<file path="src/common/pwr_pkg.sv">
package pwr_pkg;

  // Number of peripheral slots under suspend and clock control.
  localparam int unsigned NUM_PERIPH = 8;

  // Encoded software mode request and reported mode.
  localparam logic [1:0] MODE_RUN = 2'h0;
  localparam logic [1:0] MODE_IDLE = 2'h1;
  localparam logic [1:0] MODE_SLEEP = 2'h2;
  localparam logic [1:0] MODE_DEEP = 2'h3;

  // Clock source selections.
  localparam logic [1:0] SRC_DIRECT = 2'h0;
  localparam logic [1:0] SRC_PLL = 2'h1;
  localparam logic [1:0] SRC_PRESCALE = 2'h2;

  // System clock rate and handover settling time.
  localparam int unsigned SYS_CLK_HZ = 20_000_000;
  localparam int unsigned SETTLE_NS = 200;
  localparam int unsigned SETTLE_CYC = (SETTLE_NS * (SYS_CLK_HZ / 1_000_000) + 999) / 1000;
  localparam logic [3:0] SETTLE_CNT = 4'(SETTLE_CYC);

  // Reset value of the clock settle counter.
  localparam logic [3:0] STEP_RST = 4'h0;

  // Power-mode state machine states.
  typedef enum logic [3:0] {
    PM_RUN, PM_IDLE, PM_SUS, PM_GATE, PM_SLEEP, PM_DEEP, PM_UNGATE, PM_RESUME
  } pm_state_t;

  // Clock generation unit switching states.
  typedef enum logic [2:0] {
    CK_RUN, CK_HOLD, CK_SWITCH, CK_SETTLE, CK_EMERG
  } ck_state_t;

  // Wake event group.
  typedef struct packed {
    logic nmi_n;
    logic watchdog;
    logic ext_wake;
    logic irq_any;
    logic [NUM_PERIPH-1:0] irq_periph;
  } wake_t;

  // Peripheral control group.
  typedef struct packed {
    logic [NUM_PERIPH-1:0] clk_en;
    logic [NUM_PERIPH-1:0] suspend;
  } periph_ctl_t;

endpackage

</file>
<file path="src/logic/power_mode_controller.sv">
`timescale 1ns/1ps
`default_nettype none

// Operation
// - In run mode all clocks and peripherals follow the software configuration.
// - A software idle request stops the processor clock until a wake condition.
// - In idle every enabled peripheral stays clocked and may still reach processor memory.
// - Idle wakes on reset, watchdog event, NMI falling edge or any enabled interrupt.
// - In sleep only peripherals marked for sleep keep their clock; the rest are suspended.
// - Sleep wakes on a running peripheral's interrupt, watchdog, NMI falling edge or reset.
// - Sleep and deep sleep are entered through an ordered shut-down sequence.
// - Deep sleep stops the system clock and only an external signal restarts it.
// - In run mode, units that are idle are gated off automatically and resume when needed.
// - The clock unit switches safely between PLL, direct and prescaled clocking.
// - A PLL monitor detects frequency deviation or clock loss and takes emergency action.
module power_mode_controller
  import pwr_pkg::*;
(
  input wire logic sys_clk,
  input wire logic rst,
  input wire logic mode_req,
  input wire logic [1:0] mode_sel,
  input wire logic [NUM_PERIPH-1:0] periph_en,
  input wire logic [NUM_PERIPH-1:0] sleep_en,
  input wire logic [NUM_PERIPH-1:0] periph_busy,
  input wire wake_t wake,
  input wire logic src_req,
  input wire logic [1:0] src_sel,
  input wire logic pll_locked,
  input wire logic pll_freq_bad,
  input wire logic osc_lost,
  output logic [1:0] mode_status,
  output logic cpu_clk_en,
  output logic sys_clk_en,
  output periph_ctl_t periph_ctl,
  output logic [1:0] clk_src,
  output logic clk_busy,
  output logic pll_emergency
);

  pm_state_t pm_r, pm_nxt;
  logic [1:0] mode_r, mode_nxt;
  logic nmi_d_r, nmi_d_nxt;
  periph_ctl_t ctl_r, ctl_nxt;
  logic cpu_en_r, cpu_en_nxt;
  logic sys_en_r, sys_en_nxt;
  ck_state_t ck_r, ck_nxt;
  logic [1:0] src_r, src_nxt;
  logic [1:0] tgt_r, tgt_nxt;
  logic [3:0] cnt_r, cnt_nxt;
  logic emerg_r, emerg_nxt;
  logic nmi_fall;
  logic wake_idle;
  logic wake_sleep;
  logic [NUM_PERIPH-1:0] run_clk;

  // Clock enables for run mode: configured units, gated while idle and not busy.
  function automatic logic [NUM_PERIPH-1:0] run_gate(input logic [NUM_PERIPH-1:0] en,
                                                    input logic [NUM_PERIPH-1:0] busy);
    run_gate = en & busy;
  endfunction

  // Wake decoding and NMI falling edge.
  always_comb begin
    nmi_fall = nmi_d_r & ~wake.nmi_n;
    wake_idle = wake.watchdog | nmi_fall | wake.irq_any;
    wake_sleep = wake.watchdog | nmi_fall | (|(wake.irq_periph & sleep_en));
    run_clk = run_gate(periph_en, periph_busy);
  end

  // Power-mode state machine next state.
  always_comb begin
    pm_nxt = pm_r;
    mode_nxt = mode_r;
    ctl_nxt = ctl_r;
    cpu_en_nxt = cpu_en_r;
    sys_en_nxt = sys_en_r;
    nmi_d_nxt = wake.nmi_n;
    case (pm_r)
      PM_RUN: begin
        cpu_en_nxt = 1'b1;
        sys_en_nxt = 1'b1;
        ctl_nxt.clk_en = run_clk;
        ctl_nxt.suspend = '0;
        mode_nxt = MODE_RUN;
        if (mode_req) begin
          case (mode_sel)
            MODE_IDLE: begin
              pm_nxt = PM_IDLE;
              mode_nxt = MODE_IDLE;
              cpu_en_nxt = 1'b0;
              ctl_nxt.clk_en = periph_en;
            end
            MODE_SLEEP, MODE_DEEP: begin
              pm_nxt = PM_SUS;
              mode_nxt = mode_sel;
            end
            default: pm_nxt = PM_RUN;
          endcase
        end
      end
      PM_IDLE: begin
        ctl_nxt.clk_en = periph_en;
        if (wake_idle) begin
          pm_nxt = PM_RUN;
          cpu_en_nxt = 1'b1;
        end
      end
      PM_SUS: begin
        cpu_en_nxt = 1'b0;
        ctl_nxt.suspend = (mode_r == MODE_DEEP) ? {NUM_PERIPH{1'b1}} : ~sleep_en;
        pm_nxt = PM_GATE;
      end
      PM_GATE: begin
        ctl_nxt.clk_en = (mode_r == MODE_DEEP) ? '0 : (periph_en & sleep_en);
        if (mode_r == MODE_DEEP) begin
          sys_en_nxt = 1'b0;
          pm_nxt = PM_DEEP;
        end else begin
          pm_nxt = PM_SLEEP;
        end
      end
      PM_SLEEP: begin
        if (wake_sleep) begin
          pm_nxt = PM_UNGATE;
        end
      end
      PM_DEEP: begin
        if (wake.ext_wake) begin
          sys_en_nxt = 1'b1;
          pm_nxt = PM_UNGATE;
        end
      end
      PM_UNGATE: begin
        ctl_nxt.clk_en = run_clk;
        cpu_en_nxt = 1'b1;
        pm_nxt = PM_RESUME;
      end
      PM_RESUME: begin
        ctl_nxt.suspend = '0;
        mode_nxt = MODE_RUN;
        pm_nxt = PM_RUN;
      end
      default: pm_nxt = PM_RUN;
    endcase
  end

  // Power-mode registers.
  always_ff @(posedge sys_clk or posedge rst) begin
    if (rst) begin
      pm_r <= PM_RUN;
      mode_r <= MODE_RUN;
      ctl_r <= '0;
      cpu_en_r <= 1'b1;
      sys_en_r <= 1'b1;
      nmi_d_r <= 1'b1;
    end else begin
      pm_r <= pm_nxt;
      mode_r <= mode_nxt;
      ctl_r <= ctl_nxt;
      cpu_en_r <= cpu_en_nxt;
      sys_en_r <= sys_en_nxt;
      nmi_d_r <= nmi_d_nxt;
    end
  end

  // Clock source sequencer and PLL fail-safe monitor.
  always_comb begin
    ck_nxt = ck_r;
    src_nxt = src_r;
    tgt_nxt = tgt_r;
    cnt_nxt = cnt_r;
    emerg_nxt = emerg_r;
    if ((src_r == SRC_PLL) && (pll_freq_bad || osc_lost || !pll_locked)) begin
      emerg_nxt = 1'b1;
      src_nxt = SRC_PRESCALE;
      ck_nxt = CK_EMERG;
    end else begin
      case (ck_r)
        CK_RUN: begin
          if (src_req && (src_sel != src_r) && (src_sel != 2'h3)) begin
            tgt_nxt = src_sel;
            ck_nxt = CK_HOLD;
          end
        end
        CK_HOLD: begin
          if ((tgt_r != SRC_PLL) || pll_locked) begin
            ck_nxt = CK_SWITCH;
          end
        end
        CK_SWITCH: begin
          src_nxt = tgt_r;
          cnt_nxt = SETTLE_CNT;
          ck_nxt = CK_SETTLE;
        end
        CK_SETTLE: begin
          if (cnt_r <= 4'h1) begin
            cnt_nxt = STEP_RST;
            ck_nxt = CK_RUN;
          end else begin
            cnt_nxt = cnt_r - 4'h1;
          end
        end
        CK_EMERG: begin
          if (src_req) begin
            emerg_nxt = 1'b0;
            ck_nxt = CK_RUN;
          end
        end
        default: ck_nxt = CK_RUN;
      endcase
    end
  end

  // Clock source registers.
  always_ff @(posedge sys_clk or posedge rst) begin
    if (rst) begin
      ck_r <= CK_RUN;
      src_r <= SRC_DIRECT;
      tgt_r <= SRC_DIRECT;
      cnt_r <= STEP_RST;
      emerg_r <= 1'b0;
    end else begin
      ck_r <= ck_nxt;
      src_r <= src_nxt;
      tgt_r <= tgt_nxt;
      cnt_r <= cnt_nxt;
      emerg_r <= emerg_nxt;
    end
  end

  // Output drive.
  assign mode_status = mode_r;
  assign cpu_clk_en = cpu_en_r;
  assign sys_clk_en = sys_en_r;
  assign periph_ctl = ctl_r;
  assign clk_src = src_r;
  assign clk_busy = (ck_r != CK_RUN) && (ck_r != CK_EMERG);
  assign pll_emergency = emerg_r;
endmodule

`default_nettype wire

</file>
<file path="config.mk">
export PLATFORM = sky130hd
export DESIGN_NAME = power_mode_controller
export DESIGN_NICKNAME = d
export VERILOG_FILES = /design/src/common/pwr_pkg.sv /design/src/logic/power_mode_controller.sv
export SDC_FILE = /design/constraint.sdc
export NUM_CORES = 1
export LEC_CHECK = 0
export ABC_AREA = 1
export BUFFER_PORTS_ARGS = -buffer_cell sky130_fd_sc_hd__buf_4
export CORE_MARGIN = 3
export CORE_UTILIZATION = 51
export CTS_CLUSTER_DIAMETER = 200
export CTS_CLUSTER_SIZE = 28
export DETAILED_ROUTE_END_ITERATION = 7
export PLACE_DENSITY = 0.8
export REMOVE_ABC_BUFFERS = 1
export SLEW_MARGIN = 20
export SYNTH_ARGS = -nofsm -noshare
export SYNTH_HDL_FRONTEND = slang
export SYNTH_SLANG_ARGS = --single-unit
</file>
<file path="constraint.sdc">
create_clock -name sys_clk -period 1.75 [get_ports sys_clk]
set_clock_uncertainty 0.2 [all_clocks]
set_input_delay 0.35 -clock sys_clk [delete_from_list [all_inputs] [get_ports sys_clk]]
set_output_delay 0.35 -clock sys_clk [all_outputs]
set_load 0.01 [all_outputs]
</file>
==> flow_metrics.py, run 1 <==
metrics = {
    "run_status": {
        "run_status": "completed",
    },
    "placed_design": {
        "port-buffer-count": 70,
        "routabilityCongestion": 0.9296,
        "hpwl_dp_um": 4232,
        "place_ws_ns": 0.09379,
    },
    "die": {
        "io_pins": 71,
        "starting_density_of_the_core_pct": 53.28,
        "die_area_um2": 5057,
        "die_height_um": 71.11,
        "core_area_um2": 4058,
        "placement_rows": 23,
        "die_width_um": 71.11,
    },
    "drt": {
        "drt-wirelength-per-cell_um": 12.30,
        "final_antenna_net_count": 0,
        "drt_pass1_iterations": 4,
        "detail_route.vias_per_cell": 5.068,
        "postRouteWirelength_um": 5400,
        "vias": 2225,
        "detailedRoute.firstIterationViolations": 97,
        "drc_markers": 0,
    },
    "global_routing": {
        "grt_overflow": 0,
        "number_of_global_route_vias_before_repair": 2177,
        "antenna_found_initial": 0,
        "grt_start_max_net_pins": 37,
        "grt_first_pass_wirelength_um": 9087,
        "overall_global_routing_usage_pct": 22.54,
    },
    "synth": {
        "number_of_enable_flip_flop_cells_after_synthesis": 0,
        "synth_area_um2": 2162,
        "async_flop_share_pct": 100.0,
        "synth.area.top_cells": "dfrtp_1 (38%), nand2_1 (16%), inv_1 (8.7%)",
        "synth_sequential_area_ratio_pct": 41.84,
        "synth_warnings": 0,
        "synth.ff_latch_count": 36,
        "synthesis.area_per_instance_um2": 7.043,
        "synth-main-ff-cell": "dfrtp_1",
        "synth.lib_cells_used.distinct": 26,
        "synth_top_area_share_pct": 38.19,
        "syn_inst": 307,
        "post-synth-top-area-cell": "dfrtp_1",
    },
    "final_layout": {
        "area_growth_syn_to_layout_pct": 33.56,
        "nFillCells": 324,
        "antenna_cells_inserted": 0,
        "post_route_cells_drive_above_1_share_pct": 26.22,
        "final_nets": 437,
        "layout_commonest_cell": "nand2_1",
        "layout_common_cells": "nand2_1 (89), buf_4 (74), inv_1 (50)",
    },
    "clock_tree": {
        "cts_root_buf": "clkbuf_8",
        "insertion_delay_ns": 0.29,
        "clock_tree.htree_level_count": 2,
        "clock_sink_count": 36,
        "cts_buffers": 5,
        "clock_tree.buffer_depth": 2,
        "clk_pin_slew_worst_paths_ns": 0.07,
        "tritoncts_clock_tree": "done",
    },
    "sta": {
        "final-hold-violation-count": 0,
        "layout_setup_ws_ns": 0.1284,
        "maxSlewViolCount": 0,
        "final.hold.worst_slack_ns": 0.1173,
        "max_freq_mhz": 616.7,
        "timing_worst_slew_pin_value_ns": 0.4575,
        "setup_violations": 0,
        "timing.final.crit_period_ns": 1.622,
        "min_period_over_period_pct": 92.66,
        "max_slew_margin_pct": 69.50,
    },
    "critical_path": {
        "category_of_the_critical_setup_timing_path": "reg -> reg",
        "critical_path_s_slowest_cell": "dfrtp_1",
        "timing.critical_path.to_type": "flip-flop",
        "critical_path.max_stage_delay_ns": 0.53,
        "critical_path.top_delay_family": "flip-flops",
        "crit_arrival_ns": 1.65,
        "worstPathBufferInverterCount": 2,
        "cell_breakdown_of_the_critical_path": "inv_1 > nand2_2 > nand2_4 > inv_1 > nand2_1 > nand2_1",
        "worst_ep_required_time_ns": 1.78,
        "element_type_at_the_critical_path_start": "flip-flop",
        "path_max_fanout": 9,
    },
    "flow_run": {
        "max_cap_viol_count": 0,
    },
    "power_and_ir_drop": {
        "total_power_mw": 4.699,
        "max-vdd-ir-drop_mv": 1.040,
        "power.density_nw_per_um2": 1627,
        "leakage_power_of_the_design_nw": 1.583,
    },
    "min_path": {
        "min-delay-path-class": "in -> reg",
    },
}
-- worst min-delay path: stages --
cell	delay, ns
buf_4	0.09
nand3_1	0.06
o21ai_0	0.07
-- Yosys cell counts, drive strengths merged (3+ instances only) --
cell type  count
dfrtp         33
inv           53
nor2          39
o22ai          9
nand2         97
nor3           3
nand3         17
dfstp          3
o211ai         4
nand4          5
o21ai         16
a21oi         19
-- per-stage QoR --
step,cells,util (%),TNS (ns),cell area [um^2]
6_report,439,71.17,0,2888
5_1_grt,439,71.17,-0.002460,2888
4_1_cts,440,71.20,0,2889
3_5_place_dp,430,68.24,0,2769
3_3_place_gp,430,68.24,0,2769
2_1_floorplan,305,-,0,2143
-- flip-flops by register name, summed over array words and instances (netlist names) --
register       flops
pll_emergency      1
tgt_r              2
sys_clk_en         1
clk_src            2
pm_r               3
cpu_clk_en         1
periph_ctl        16
ck_r               3
cnt_r              4
nmi_d_r            1
mode_status        2
-- path summary, 6_finish.rpt --
kind | from | end | slack (ns) | cells after the start
worst max register to register | pm_r[2]$_DFFE_PP0P_ | periph_ctl[15]$_DFFE_PP0P_ | 0.13 | 6
worst min-delay path | mode_req | mode_status[1]$_DFFE_PP0N_ | 0.12 | 3
worst max-delay path | pm_r[2]$_DFFE_PP0P_ | periph_ctl[15]$_DFFE_PP0P_ | 0.13 | 6
worst min register to register | pll_emergency$_DFFE_PP0P_ | pll_emergency$_DFFE_PP0P_ | 0.28 | 2
min in group asynchronous | rst | periph_ctl[15]$_DFFE_PP0P_ | 0.53 | 4
max in group asynchronous | rst | cpu_clk_en$_DFFE_PP1P_ | 0.47 | 4
-- timing repair --
item / CTS / global route
endpoints found under the setup margin: 0 / 10
hold buffers: 2 / 0
buffers inserted: 0 / 0
gates resized for setup: 0 / 4
endpoints found under the hold margin: 34 / 0
-- report_power, final --
group	switching, mW	internal [mW]
registers	0.294	1.20
logic	1.51	1.04
clock network	0.290	0.359
total	2.10	2.60
-- cell type report --
class	count	area, um^2	share of cell area (%)
sequential	36	905.9	31.37
clock buffer	8	100.1	3.466
timing repair buffer	76	575.6	19.93
multi-input combinational	214	1035	35.83
inverter	55	209.0	7.236
tap	50	62.56	2.166
-- layer usage --
layer | GRT usage (%) | up-vias | share of wire, %
li1 | - | 1132 | -
met1 | 25.64 | 1016 | 40
met2 | 41.40 | 60 | 53
met3 | 4.830 | 17 | 5.1
met4 | 7.933 | 0 | 2.6
met5 | 0 | - | 0
-- logic make-up (layout without fill, tap and decap cells) --
family	count (synthesis)	after routing	synth area share [%]
AND/OR/NAND/NOR	163	163	33.45
adder cells (fa/ha/maj)	2	2	1.157
AO/OA/AOI/OAI	49	49	13.02
buffers and inverters	57	139	10.53
flip-flops	36	36	41.84
Note: power is estimated with default switching activity, not from simulation.
==> inputs of run 2 (changes only) <==
--- a/config.mk
+++ b/config.mk
@@ -8,11 +8,11 @@
 export ABC_AREA = 1
 export BUFFER_PORTS_ARGS = -buffer_cell sky130_fd_sc_hd__buf_4
 export CORE_MARGIN = 3
-export CORE_UTILIZATION = 51
+export CORE_UTILIZATION = 30
 export CTS_CLUSTER_DIAMETER = 200
 export CTS_CLUSTER_SIZE = 28
 export DETAILED_ROUTE_END_ITERATION = 7
-export PLACE_DENSITY = 0.8
+export MAX_ROUTING_LAYER = met4
 export REMOVE_ABC_BUFFERS = 1
 export SLEW_MARGIN = 20
 export SYNTH_ARGS = -nofsm -noshare
==> run 2 against run 1 <==
Combinational power rose by 2%. Non-clock buffer count rose by 3. Total power rose by 1.2%. Highest routed layer unchanged. Via count rose by 0.36%. Critical path type is now reg -> out. Critical path depth fell by 3.
==> flow_metrics.py, run 2 (synthesis results as in run 1) <==
metrics = {
    "run_status": {
        "run_status": "completed",
    },
    "placed_design": {
        "hpwl_dp_um": 4639,
        "postPlaceCellArea_um2": 2831,
        "routabilityCongestion": 0.9088,
        "port-buffer-count": 70,
    },
    "clock_tree": {
        "clock_sink_count": 36,
        "clk_pin_slew_worst_paths_ns": 0.08,
        "clock_tree.htree_level_count": 2,
        "clock_tree.buffer_depth": 2,
        "tritoncts_clock_tree": "done",
        "cts_buffers": 5,
        "cts_root_buf": "clkbuf_8",
        "insertion_delay_ns": 0.30,
    },
    "die": {
        "placement_rows": 30,
        "io_pins": 71,
        "die_area_um2": 8262,
        "die_height_um": 90.90,
        "die_width_um": 90.90,
        "starting_density_of_the_core_pct": 31.30,
        "core_area_um2": 6907,
    },
    "global_routing": {
        "grt_overflow": 0,
        "overall_global_routing_usage_pct": 15.15,
        "grt_start_max_net_pins": 37,
        "grt_first_pass_wirelength_um": 9880,
        "antenna_found_initial": 0,
        "number_of_global_route_vias_before_repair": 2224,
    },
    "sta": {
        "timing.final.crit_period_ns": 1.620,
        "final.hold.worst_slack_ns": 0.1207,
        "max_slew_margin_pct": 80.71,
        "timing_worst_slew_pin_value_ns": 0.2880,
        "maxSlewViolCount": 0,
        "min_period_over_period_pct": 92.54,
        "final.setup.tns_ns": 0,
        "max_freq_mhz": 617.5,
        "setup_violations": 0,
        "final-hold-violation-count": 0,
    },
    "drt": {
        "drc_markers": 0,
        "vias": 2233,
        "drt_pass1_iterations": 4,
        "postRouteWirelength_um": 5903,
        "detailedRoute.firstIterationViolations": 126,
        "final_antenna_net_count": 0,
        "detail_route.vias_per_cell": 4.576,
        "drt-wirelength-per-cell_um": 12.10,
    },
    "critical_path": {
        "crit_arrival_ns": 1.07,
        "timing.critical_path.to_type": "output port",
        "element_type_at_the_critical_path_start": "flip-flop",
        "worst_ep_required_time_ns": 1.20,
        "path_max_fanout": 5,
        "category_of_the_critical_setup_timing_path": "reg -> out",
    },
    "final_layout": {
        "final_nets": 440,
        "design_area_um2": 2978,
        "multi_input_comb_area_um2": 1037,
        "antenna_cells_inserted": 0,
        "post_route_cells_drive_above_1_share_pct": 27.30,
        "area.sequential_um2": 907.1,
        "area_growth_syn_to_layout_pct": 37.73,
        "layout_common_cells": "nand2_1 (89), buf_4 (76), inv_1 (50)",
        "largest_register_ffs": 16,
        "layout_commonest_cell": "nand2_1",
        "final_core_util_pct": 43.12,
        "nFillCells": 745,
    },
    "power_and_ir_drop": {
        "leakage_power_of_the_design_nw": 1.595,
        "power.density_nw_per_um2": 1598,
        "max-vdd-ir-drop_mv": 0.8819,
        "total_power_mw": 4.757,
    },
    "flow_run": {
        "max_cap_viol_count": 0,
    },
    "min_path": {
        "min-delay-path-class": "in -> reg",
    },
}
==> run 2: area by class of cell <==
class / count / share of cell area [%]
inverters: 55 / 7.017
clock inverters: 1 / 0.2521
flip-flops and latches: 36 / 30.46
well taps: 96 / 4.034
multi-input cells: 214 / 34.83
clock buffers: 7 / 2.899
repair buffers: 79 / 20.50
==> run 2: per-stage QoR <==
stage          setup slack (ns)  cells
2_1_floorplan            0.1928    305
3_3_place_gp             0.1341    475
3_5_place_dp             0.1034    475
4_1_cts                 0.08825    485
5_1_grt               -0.001154    488
6_report                 0.1305    488
==> run 2: repair_timing <==
item | CTS | global route
endpoints found under the setup margin | 0 | 13
hold buffers | 2 | 0
endpoints found under the hold margin | 34 | 0
buffers inserted | 0 | 3
gates resized for setup | 0 | 7
==> run 2: metal layers <==
layer	global-route usage, %	vias up	share of wire [%]
met4	4.774	0	1.7
met2	25.69	64	49
met3	3.250	14	5.2
met5	-	-	0
met1	17.99	1015	44
li1	-	1140	-
==> run 2: path summary, 6_finish.rpt <==
kind                       slack (ns)                        end  cells after the start                 startpoint
max in group asynchronous        0.64     sys_clk_en$_DFFE_PP1P_                      4                        rst
hold / removal                   0.12  pll_emergency$_DFFE_PP0P_                      4                    src_req
min in group asynchronous        0.45       cnt_r[3]$_DFFE_PP0P_                      4                        rst
hold reg to reg                  0.28  pll_emergency$_DFFE_PP0P_                      2  pll_emergency$_DFFE_PP0P_
setup / recovery                 0.13                   clk_busy                      3        ck_r[0]$_DFFE_PP0P_
setup reg to reg                 0.15  periph_ctl[9]$_DFFE_PP0P_                      8        pm_r[1]$_DFFE_PP0P_
==> run 2: critical path: stages (launching register included) <==
cell and delay (ns):
dfrtp_1 0.44, nor2_2 0.13, inv_1 0.07, buf_4 0.14
==> run 2: power by group <==
group / leakage (nW) / internal [mW] / total (mW) / switching (mW)
clock: 0.0445 / 0.320 / 0.634 / 0.314
combinational: 1.10 / 1.07 / 2.61 / 1.54
sequential: 0.449 / 1.21 / 1.51 / 0.303
